--- config.mk ---
export PLATFORM = sky130hd
export DESIGN_NAME = pll_clock_mode_generator
export DESIGN_NICKNAME = d
export VERILOG_FILES = /design/src/shared/pll_clock_pkg.sv /design/src/core/pll_clock_mode_generator.sv
export VERILOG_INCLUDE_DIRS = /design/src /design/src/shared
export SDC_FILE = /design/constraint.sdc
export NUM_CORES = 1
export LEC_CHECK = 0
export BUFFER_PORTS_ARGS = -buffer_cell sky130_fd_sc_hd__clkbuf_2
export CORE_MARGIN = 3
export CORE_UTILIZATION = 45
export DETAILED_ROUTE_END_ITERATION = 12
export GPL_TIMING_DRIVEN = 1
export HOLD_SLACK_MARGIN = 0.12
export PLACE_DENSITY = 0.73
export SETUP_SLACK_MARGIN = 0.05
export SYNTH_ARGS = -nofsm -noshare
export SYNTH_HDL_FRONTEND = slang
export SYNTH_SLANG_ARGS = --single-unit
--- constraint.sdc ---
create_clock -name clk_in -period 3.65 [get_ports clk_in]
set_clock_uncertainty 0.1 [all_clocks]
set_input_delay 0.73 -clock clk_in [delete_from_list [all_inputs] [get_ports clk_in]]
set_output_delay 0.73 -clock clk_in [all_outputs]
set_load 0.01 [all_outputs]
--- src/shared/pll_clock_defs.svh ---
// Offsets, field positions, reset values and timing counts for the clock mode generator.
`ifndef PLL_CLOCK_DEFS_SVH
`define PLL_CLOCK_DEFS_SVH

`define CMC_ADDR          16'h0058
`define CMC_MUL_HI        15
`define CMC_MUL_LO        12
`define CMC_HALF_BIT      11
`define CMC_CNT_HI        10
`define CMC_CNT_LO        3
`define CMC_ON_BIT        2
`define CMC_NDIV_BIT      1
`define CMC_STAT_BIT      0
`define CMC_MUL_DIV4      4'hf
`define CMC_RST_DIV2      16'h0000
`define CMC_RST_X10       16'h9007
`define CMC_RST_X5        16'h4007
`define CMC_RST_X2        16'h1007
`define CMC_RST_X1        16'hf007
`define CMC_RST_DIV4      16'hf000
`define CMC_RST_BYPASS    16'h0000
`define LOCK_SCALE        16

`endif

--- src/shared/pll_clock_pkg.sv ---
// Types shared by the clock mode generator and its bench.
package pll_clock_pkg;

    typedef struct packed {
        logic [3:0] mul;
        logic       half;
        logic [7:0] lock_count;
        logic       pll_on;
        logic       pll_select;
        logic       status;
    } clock_mode_s;

    typedef enum logic [2:0] {
        ST_DIV     = 3'b001,
        ST_ACQUIRE = 3'b010,
        ST_LOCKED  = 3'b100
    } pll_state_e;

    typedef struct packed {
        logic [3:0] mul;
        logic       half;
        logic       enable;
        logic       locked;
        logic       select_pll;
    } pll_ctrl_s;

endpackage

--- src/core/pll_clock_mode_generator.sv ---
// Clock mode generator: strap-loaded mode register, divider path and PLL lock sequencing.
// Register layout, top bit first:
//   [15:12] Multiplier field; the PLL ratio is this field plus one.
//   [11]    Halving bit; when set, the ratio above is halved.
//   [10:3]  Lock count, in units of LOCK_SCALE reference cycles.
//   [2]     PLL power bit; it keeps the PLL running while the divider clocks the device.
//   [1]     PLL select bit; writing one starts a switch into PLL mode.
//   [0]     Status bit, read only; it reads one while the PLL clocks the device.
//   A multiplier field of all ones selects divide by four in divider mode, else divide by two.
//
// Reset behaviour:
//   The strap pins pass two flip-flops, so reset must stay low for at least three edges
//   with the straps steady before the mode register holds the strap value.
//   Straps that select a PLL mode leave reset already locked, because the PLL has had all
//   of reset to settle; a software switch into PLL mode always waits out the lock timer.
//
// Limitations:
//   The lock timer is a fixed count, not a measurement of the loop, so software that
//   programs too small a count gets the PLL clock before the loop has settled.
//   The timer is 12 bits wide; lock count times LOCK_SCALE must stay below 4096.
//
`timescale 1ns/1ps
`include "pll_clock_defs.svh"

module pll_clock_mode_generator #(
    parameter int LOCK_SCALE = `LOCK_SCALE
) (
    // Reference clock and device reset.
    input  wire logic        clk_in,
    input  wire logic        reset_n_in,
    // Clock mode strap pins.
    input  wire logic        clock_strap_pin_a_in,
    input  wire logic        clock_strap_pin_b_in,
    input  wire logic        clock_strap_pin_c_in,
    // Internal data bus access to the mode register.
    input  wire logic [15:0] data_addr_in,
    input  wire logic        data_wr_in,
    input  wire logic        data_rd_in,
    input  wire logic [15:0] data_wdata_in,
    output logic      [15:0] data_rdata_out,
    output logic             data_rvalid_out,
    // Clock generation controls and status.
    output logic             div_clk_out,
    output pll_clock_pkg::pll_ctrl_s pll_ctrl_out
);

    // Strap synchronisers; left out of reset because they must sample during it.
    logic [2:0] strap_meta_reg;
    logic [2:0] strap_sync_reg;

    // First stage: the straps are asynchronous levels and may go metastable here.
    always_ff @(posedge clk_in) begin
        strap_meta_reg <= {clock_strap_pin_a_in, clock_strap_pin_b_in, clock_strap_pin_c_in};
    end

    // Second stage: only this stage feeds the decode below.
    always_ff @(posedge clk_in) begin
        strap_sync_reg <= strap_meta_reg;
    end

    function automatic logic [15:0] strap_value(input logic [2:0] straps);
        logic [15:0] value;
        value = `CMC_RST_DIV2;
        unique case (straps)
            3'b001: value = `CMC_RST_X10;
            3'b010: value = `CMC_RST_X5;
            3'b100: value = `CMC_RST_X2;
            3'b110: value = `CMC_RST_X1;
            3'b101: value = `CMC_RST_DIV4;
            3'b011: value = `CMC_RST_BYPASS;
            3'b000: value = `CMC_RST_DIV2;
            3'b111: value = `CMC_RST_DIV2;
        endcase
        return value;
    endfunction

    // Lock wait in reference cycles, cut to the width of the timer.
    function automatic logic [11:0] lock_span_of(input logic [7:0] count);
        logic [31:0] span;
        span = 32'(count) * 32'(LOCK_SCALE);
        return span[11:0];
    endfunction

    // Mode register, sequencer state and their next values.
    pll_clock_pkg::clock_mode_s mode_reg;
    pll_clock_pkg::clock_mode_s mode_next;
    pll_clock_pkg::pll_state_e  state_reg;
    pll_clock_pkg::pll_state_e  state_next;
    // Lock timer, divider and read port.
    logic [11:0] lock_cnt_reg;
    logic [11:0] lock_cnt_next;
    logic [1:0]  div_cnt_reg;
    logic        div_clk_reg;
    logic [15:0] rdata_reg;
    logic        rvalid_reg;
    pll_clock_pkg::pll_ctrl_s ctrl_reg;

    // Bus decode.
    wire logic        hit      = (data_addr_in == `CMC_ADDR);
    wire logic        wr_hit   = data_wr_in && hit;
    wire logic        rd_hit   = data_rd_in && hit;
    wire pll_clock_pkg::clock_mode_s wr_mode = data_wdata_in;
    wire logic [15:0] strap_mode = strap_value(strap_sync_reg);
    wire pll_clock_pkg::clock_mode_s reset_mode = strap_mode;

    // The lock wait is the programmed count in units of LOCK_SCALE reference cycles.
    wire logic [11:0] lock_span = lock_span_of(wr_mode.lock_count);
    wire logic        pll_runs  = mode_next.pll_on || mode_next.pll_select;
    wire logic        ratio_chg = wr_hit &&
                                  ({wr_mode.mul, wr_mode.half} != {mode_reg.mul, mode_reg.half});
    wire logic        timer_done = (lock_cnt_reg <= 12'h0001);

    // Writes that steer the lock sequencer.
    wire logic        enter_pll  = wr_hit && wr_mode.pll_select;
    wire logic        leave_pll  = wr_hit && !wr_mode.pll_select;

    // Mode register: the status bit is not writable and follows the clock source.
    always_comb begin
        mode_next = mode_reg;
        if (wr_hit) begin
            mode_next = wr_mode;
        end
        mode_next.status = (state_next == pll_clock_pkg::ST_LOCKED);
    end

    // Lock sequencing: the state decides which clock the device runs from.
    always_comb begin
        state_next = state_reg;
        unique case (state_reg)
            pll_clock_pkg::ST_DIV: begin
                if (enter_pll) begin
                    state_next = pll_clock_pkg::ST_ACQUIRE;
                end
            end
            pll_clock_pkg::ST_ACQUIRE: begin
                if (leave_pll) begin
                    state_next = pll_clock_pkg::ST_DIV;
                end else if (!ratio_chg && timer_done) begin
                    state_next = pll_clock_pkg::ST_LOCKED;
                end
            end
            pll_clock_pkg::ST_LOCKED: begin
                if (leave_pll) begin
                    state_next = pll_clock_pkg::ST_DIV;
                end else if (ratio_chg) begin
                    // A new ratio must be reacquired; the divider carries the device meanwhile.
                    state_next = pll_clock_pkg::ST_ACQUIRE;
                end
            end
        endcase
    end

    // Lock timer: reloaded on every entry into acquisition and on every ratio change during
    // it, so a new ratio never inherits a partly spent wait.
    always_comb begin
        lock_cnt_next = lock_cnt_reg;
        unique case (state_reg)
            pll_clock_pkg::ST_DIV: begin
                if (enter_pll) begin
                    lock_cnt_next = lock_span;
                end
            end
            pll_clock_pkg::ST_ACQUIRE: begin
                if (leave_pll) begin
                    lock_cnt_next = lock_cnt_reg;
                end else if (ratio_chg) begin
                    lock_cnt_next = lock_span;
                end else if (timer_done) begin
                    lock_cnt_next = 12'h000;
                end else begin
                    lock_cnt_next = lock_cnt_reg - 12'h001;
                end
            end
            pll_clock_pkg::ST_LOCKED: begin
                if (!leave_pll && ratio_chg) begin
                    lock_cnt_next = lock_span;
                end
            end
        endcase
    end

    // Reset keeps reloading the strap value, so the last edge of reset decides the mode.
    always_ff @(posedge clk_in) begin
        if (!reset_n_in) begin
            mode_reg <= reset_mode;
        end else begin
            mode_reg <= mode_next;
        end
    end

    always_ff @(posedge clk_in) begin
        if (!reset_n_in) begin
            lock_cnt_reg <= 12'h000;
        end else begin
            lock_cnt_reg <= lock_cnt_next;
        end
    end

    // Straps that start in PLL mode count as locked: the PLL had all of reset to settle.
    always_ff @(posedge clk_in) begin
        if (!reset_n_in) begin
            state_reg <= reset_mode.pll_select ? pll_clock_pkg::ST_LOCKED
                                               : pll_clock_pkg::ST_DIV;
        end else begin
            state_reg <= state_next;
        end
    end

    // Divider path runs at all times so the device clock never stops. The ratio comes from
    // the register, not from a write in flight, so the divider changes step one cycle after
    // the control outputs show the new multiplier field.
    wire logic div4      = (mode_reg.mul == `CMC_MUL_DIV4);
    wire logic [1:0] div_cnt_next = div_cnt_reg + 2'b01;
    wire logic div_clk_next = div4 ? div_cnt_next[1] : div_cnt_next[0];

    always_ff @(posedge clk_in) begin
        if (!reset_n_in) begin
            div_cnt_reg <= 2'b00;
        end else begin
            div_cnt_reg <= div_cnt_next;
        end
    end

    // The divided clock is a flip-flop output, so it carries no decode glitches.
    always_ff @(posedge clk_in) begin
        if (!reset_n_in) begin
            div_clk_reg <= 1'b0;
        end else begin
            div_clk_reg <= div_clk_next;
        end
    end

    // Lock and selection move together, so the device never runs from an unlocked PLL;
    // both come from the next state so they line up with the status bit.
    wire logic next_locked = (state_next == pll_clock_pkg::ST_LOCKED);
    wire logic next_select = (state_next == pll_clock_pkg::ST_LOCKED);

    // PLL controls: the ratio is mul+1, halved when the half bit is set (32 settings).
    wire pll_clock_pkg::pll_ctrl_s ctrl_next = '{
        mul:        mode_next.mul,
        half:       mode_next.half,
        enable:     pll_runs,
        locked:     next_locked,
        select_pll: next_select
    };

    always_ff @(posedge clk_in) begin
        if (!reset_n_in) begin
            ctrl_reg <= '0;
        end else begin
            ctrl_reg <= ctrl_next;
        end
    end

    // Reads answer one cycle later; other addresses read as zero. A read in the cycle of a
    // write to the register returns the old value.
    wire logic [15:0] rdata_next = rd_hit ? 16'(mode_reg) : 16'h0000;

    always_ff @(posedge clk_in) begin
        if (!reset_n_in) begin
            rdata_reg <= 16'h0000;
        end else begin
            rdata_reg <= rdata_next;
        end
    end

    // Every read is answered, mapped or not, so a bus master never waits on a missing reply.
    always_ff @(posedge clk_in) begin
        if (!reset_n_in) begin
            rvalid_reg <= 1'b0;
        end else begin
            rvalid_reg <= data_rd_in;
        end
    end

    // All outputs come straight from flip-flops.

    assign data_rdata_out  = rdata_reg;
    assign data_rvalid_out = rvalid_reg;
    assign div_clk_out     = div_clk_reg;
    assign pll_ctrl_out    = ctrl_reg;

endmodule

==> metrics.yaml, run 1 <==
status: "complete, no violations"
io_pins: 65
antenna_found_initial: 0
numPortBuffers: 63
cts_hold_buf: 0
p_int_w: 0.00120
multiInputGateArea_sq_um: 1360
hpwl_um: 4500
grt_pass1_vias: 2207
clock_sinks: 65
rsz0062_at_grt: "no"
setup_viol_count_final: 0
n_fill_cell: 562
root_buffer: "clkbuf_8"
slew-limit-headroom: 0.387
p_clk_frac: 0.359
clock_latency_ns: 0.34
grt_pass1_wl_um: 10100
placementRows: 28
synth_sequential_area_ratio: 0.479
avgSynthCellArea_sq_um: 9.65
worstMarginPinSlew_ns: 0.915
antennaDiodeCount: 0
comb_power_share: 0.154
grt_max_degree: 25
postLayoutCoreUtil: 0.565
ys_types: 62
period_share: 0.711
area_growth_pct: 18.7
async_flop_share: 0
fp.dieH_um: 86.1
cp-start-kind: "flip-flop"
core-area_sq_um: 6060
syn_nets: 343
synth_area_sq_um: 2890
criticalPathCategory: "flip-flop to flip-flop"
ir_worst_vdd_mv: 0.322
finalNetCount: 405
cts_buffers: 9
powerDensity_nw_per_um2: 484
remaining_drc_errors: 0
fin_crit_ns: 2.59
critical_path_arrival_ns: 2.74
drt-total-wl_um: 6160
cts_tree: "done"
synthFlopType: "dfxtp_1"
synth_edf_count: 8
ant_nets: 0
max_freq_mhz: 386
clockBufferDepth: 2
setup_tns_ns: 0
viasPerCell: 5.43
cp_max_fo: 13
drive_gt1_frac: 0.287
critical_path_required_ns: 3.80
largest_reg_flops: 16
track_usage: 0.174
place_congestion: 0.914
post_cts_buffers: 0
p_seq_frac: 0.487
start_util: 0.476
hold_violations: 0
switching_share: 0.277
grt_overflow: 0
die_area_sq_um: 7410
min_path_type: "flip-flop to flip-flop"
maxCapViolCount: 0
hold_slack_ns: 0.328
die_x_um: 86.1
clkTransAtPathRegs_ns: 0.08
htreeDepth: 3
wl_per_cell_um: 14.0
dp_cells: 425
fin_cells: 441
p_leak_nw: 1.59
seqCellArea_sq_um: 1380
ff2ff_setup_slack_ns: 1.06
cts.repair.resized: 0
p_total_w: 0.00166
critPathCaptureType: "flip-flop"
ys_ff_latch: 65
drt_iter0_drc: 188
switching_power_w: 0.000460
syn-instance-count: 299
vias: 2394
ys_warn_count: 0
drv_slew: 0
drt_pass1_iterations: 4
per-layer routing:
metal / global-route usage / share of wire / vias up
met5: 0 / 0 / -
met4: 0.0547 / 0.020 / 0
met3: 0.0519 / 0.053 / 12
met2: 0.303 / 0.50 / 57
met1: 0.206 / 0.42 / 1113
li1: - / - / 1212
cells in the mapped netlist (8+ instances only):
| library cell | number | area [sq um] |
|---|---|---|
| nand2_1 | 32 | 120 |
| a21oi_1 | 21 | 105 |
| inv_1 | 8 | 30.0 |
| and3_1 | 24 | 150 |
| edfxtp_1 | 8 | 240 |
| nor2_1 | 15 | 56.3 |
| dfxtp_1 | 57 | 1140 |
| nor3_1 | 8 | 40.0 |
| clkbuf_1 | 9 | 33.8 |
through the flow:
stage               setup slack [ns]  instance area (sq um)
finish                          1.06                   3430
detailed placement             0.888                   3230
CTS                             1.09                   3430
global placement               0.934                   3230
global route                   0.918                   3430
floorplan                       1.31                   2890
power groups by stage:
stage               clock network (W)  registers, W  logic (W)
floorplan                           0      0.000815   0.000194
global placement                    0      0.000821   0.000250
detailed placement                  0      0.000823   0.000255
CTS                          0.000609      0.000807   0.000255
global route                 0.000646      0.000814   0.000286
finish                       0.000596      0.000808   0.000256
cells in the final DEF, fill, tap and decap left out, types with 2 or more instances in the layout:
cell       n
inv_1      8
nand4b_1   2
buf_4      7
xor2_1     3
nand3_1    7
nor2_1    15
clkbuf_8   9
nor3_1     8
o32ai_1    6
and3_1    24
o21ai_1    5
or2_2      3
or3_2      3
nand2_2    2
nand4_1    3
nor4_1     7
nand2_1   32
and2_1     6
a211oi_1   7
clkinv_4   2
ha_1       5
xnor2_1    6
clkinv_2   2
clkinv_1   2
a21oi_1   21
a22oi_1    2
a21o_1     7
clkbuf_2  63
dfxtp_1   57
edfxtp_1   8
worst max-delay path: stages (launching register included):
cell and delay, ns:
dfxtp_1 0.40, inv_1 0.08, ha_1 0.28, nor2_1 0.17, and4b_1 0.31, nor3_2 0.77, a22oi_1 0.15, o32ai_1 0.26
path summary, 6_finish.rpt:
| kind | cells past startpoint | start | endpoint |
|---|---|---|---|
| worst min-delay path | 1 | reset_mode[14] | mode_reg[14] |
| worst max register to register | 7 | lock_cnt_reg[0] | lock_cnt_reg[9] |
| worst min register to register | 1 | reset_mode[14] | mode_reg[14] |
| worst max-delay path | 7 | lock_cnt_reg[0] | lock_cnt_reg[9] |
layout make-up:
cell class | instances | area share
clock buffer | 9 | 0.0362
clock inverter | 7 | 0.0205
inverter | 9 | 0.00986
multi-input combinational | 206 | 0.396
sequential | 65 | 0.403
tap | 75 | 0.0274
timing repair buffer | 70 | 0.107
kinds of logic after synthesis:
kind of cell	synth area share
and+or+nand+nor	0.257
DFF	0.479
AOI/OAI and AO/OA	0.160
buffers and inverters	0.0516
xor gates and xnor gates	0.0273
adders and majority gates	0.0217
muxes	0.00347
No activity file was read; power rests on OpenSTA's default activity.
==> run 2: changes to the inputs <==
- clock period: 3.65 -> 2.5 ns (I/O delays scaled with it)
==> run 2 against run 1 <==
  * Cell count increased by 1.6%
  * Core utilization increased by 0.76 points
  * Worst hold slack got worse by 0.18 ns
  * Routed wire length increased by 3.5%
  * Non-clock buffer count increased by 7
  * Maximum frequency increased by 14%
  * Sequential power increased by 46%
  * Combinational power increased by 49%
  * Die area unchanged
  * Critical path type unchanged
  * Highest routed layer unchanged
==> metrics.yaml, run 2 (same netlist as run 1, synthesis figures left out) <==
status: "complete, no violations"
antenna_found_initial: 0  # unchanged
place_congestion: 0.900  # -1.5%
track_usage: 0.184  # +0.0100
min_from: "clock_strap_pin_c_in"
r2r-end: "lock_cnt_reg[7]"
io_pins: 65  # unchanged
hold_slack_ns: 0.146  # -0.182 ns
crit_slowest_cell: "or4_1"
vias: 2448  # +2.3%
cp-start-kind: "flip-flop"
remaining_drc_errors: 0  # unchanged
finalNetCount: 412  # +1.7%
ff2ff_setup_slack_ns: 0.22  # -0.84 ns
maxCapViolCount: 0  # unchanged
grt_overflow: 0  # unchanged
area_growth_pct: 20.3
layout_common_cells: "clkbuf_2, dfxtp_1, nand2_1, and3_1, a21oi_1"
period_share: 0.913  # +0.202
htreeDepth: 3  # unchanged
drv_slew: 0  # unchanged
hpwl_um: 4850  # +7.7%
critPathCaptureType: "flip-flop"
fin_cells: 448  # +1.6%
min_to: "strap_meta_reg[0]"
mostFrequentLayoutCell: "clkbuf_2"
clockBufferDepth: 2  # unchanged
setup_tns_ns: 0  # unchanged
critical_path_required_ns: 2.69  # -1.11 ns
antennaDiodeCount: 0  # unchanged
criticalPathCategory: "flip-flop to flip-flop"
drt_iter0_drc: 198  # +5.3%
largest_reg_flops: 16  # unchanged
grt_pass1_wl_um: 10700  # +5.6%
drt-total-wl_um: 6370  # +3.5%
wl_per_cell_um: 14.2  # +1.9%
start_util: 0.476  # unchanged
root_buffer: "clkbuf_8"
dp_slack_ns: 0.0196  # -0.868 ns
p_leak_nw: 1.62  # +2.1%
drt_pass1_iterations: 4  # unchanged
cp_max_fo: 6  # -7
worstMarginPinSlew_ns: 0.680  # -0.235 ns
powerDensity_nw_per_um2: 691  # +43%
fin_crit_ns: 2.28  # -0.311 ns
grt_pass1_vias: 2428  # +10%
setup_viol_count_final: 0  # unchanged
core-area_sq_um: 6060  # unchanged
max_freq_mhz: 438  # +14%
r2r_cells: 7  # unchanged
cts_hold_buf: 0  # unchanged
holdPathStages: 1  # unchanged
numPortBuffers: 63  # unchanged
die_x_um: 86.1  # unchanged
min_path_type: "primary input to flip-flop"
drive_gt1_frac: 0.303  # +0.0161
viasPerCell: 5.46  # +0.66%
clock_sinks: 65  # unchanged
die_area_sq_um: 7410  # unchanged
slew-limit-headroom: 0.547  # +0.160
cts.repair.resized: 0  # unchanged
crit_buf_inv: 1  # unchanged
ant_nets: 0  # unchanged
clock_latency_ns: 0.35  # about the same
critical_path_arrival_ns: 2.47  # -0.27 ns
grt_max_degree: 16  # -36%
worst_slack_ns: 0.217  # -0.839 ns
postLayoutCoreUtil: 0.573  # +0.00764
clkTransAtPathRegs_ns: 0.07  # about the same
cts_buffers: 9  # unchanged
hold_violations: 0  # unchanged
max_stage_delay_ns: 0.54  # -0.23 ns
ir_worst_vdd_mv: 0.394  # +23%
path_delay_family: "simple AND/OR/NAND/NOR gates"
crit_chain: "inv_1, ha_1, nor2_1, and4b_1, or4_1, o21ai_0, a32o_1"
fp.dieH_um: 86.1  # unchanged
cts_tree: "done"
rsz0062_at_grt: "no"
timing.rr.start: "lock_cnt_reg[0]"
dp_cells: 432  # +1.6%
placementRows: 28  # unchanged
post_cts_buffers: 0  # unchanged
-- run 2: changes by cell type in the layout (fill, tap and decap cells not counted), sizes merged --
cell / before / now
clkinvlp: 0 / 1
buf: 7 / 14
bufinv: 1 / 0
clkbuf: 72 / 74
inv: 9 / 11
clkinv: 6 / 2
-- run 2: metrics by stage --
stage / area (sq um) / total power [W]
after floorplan: 2890 / 0.00147
after global placement: 3280 / 0.00157
after detailed placement: 3280 / 0.00158
after CTS: 3470 / 0.00241
after global routing: 3470 / 0.00252
final: 3470 / 0.00240
-- run 2: worst max-delay path by stage --
stage / from / end / slack, ns / cells past startpoint
after detailed placement: data_addr_in[12] / lock_cnt_reg[7] / 0.02 / 8
after CTS: lock_cnt_reg[0] / lock_cnt_reg[7] / 0.22 / 7
after floorplan: data_addr_in[12] / mode_reg[10] / 0.39 / 6
final: lock_cnt_reg[0] / lock_cnt_reg[7] / 0.22 / 7
after global placement: data_addr_in[12] / lock_cnt_reg[7] / 0.07 / 8
after global routing: lock_cnt_reg[0] / lock_cnt_reg[7] / 0.09 / 7
-- run 2: metal layers --
layer,share of wire,track usage,up-vias
met3,0.062,0.0519,13
met4,0.020,0.0863,0
met5,0,0,-
met1,0.40,0.199,1142
li1,-,-,1223
met2,0.52,0.331,70
-- run 2: final cells by class --
class                      count  area, sq um
clock buffer                  11          151
clock inverter                 5         36.3
fill                         532         2590
inverter                       9         33.8
multi-input combinational    206         1360
sequential                    65         1380
tap                           75         93.8
timing repair buffer          77          420
-- run 2: power breakdown --
group / switching [W] / internal [W]
Sequential: 0.0000553 / 0.00112
Clock: 0.000418 / 0.000419
Combinational: 0.000213 / 0.000169
Total: 0.000686 / 0.00171
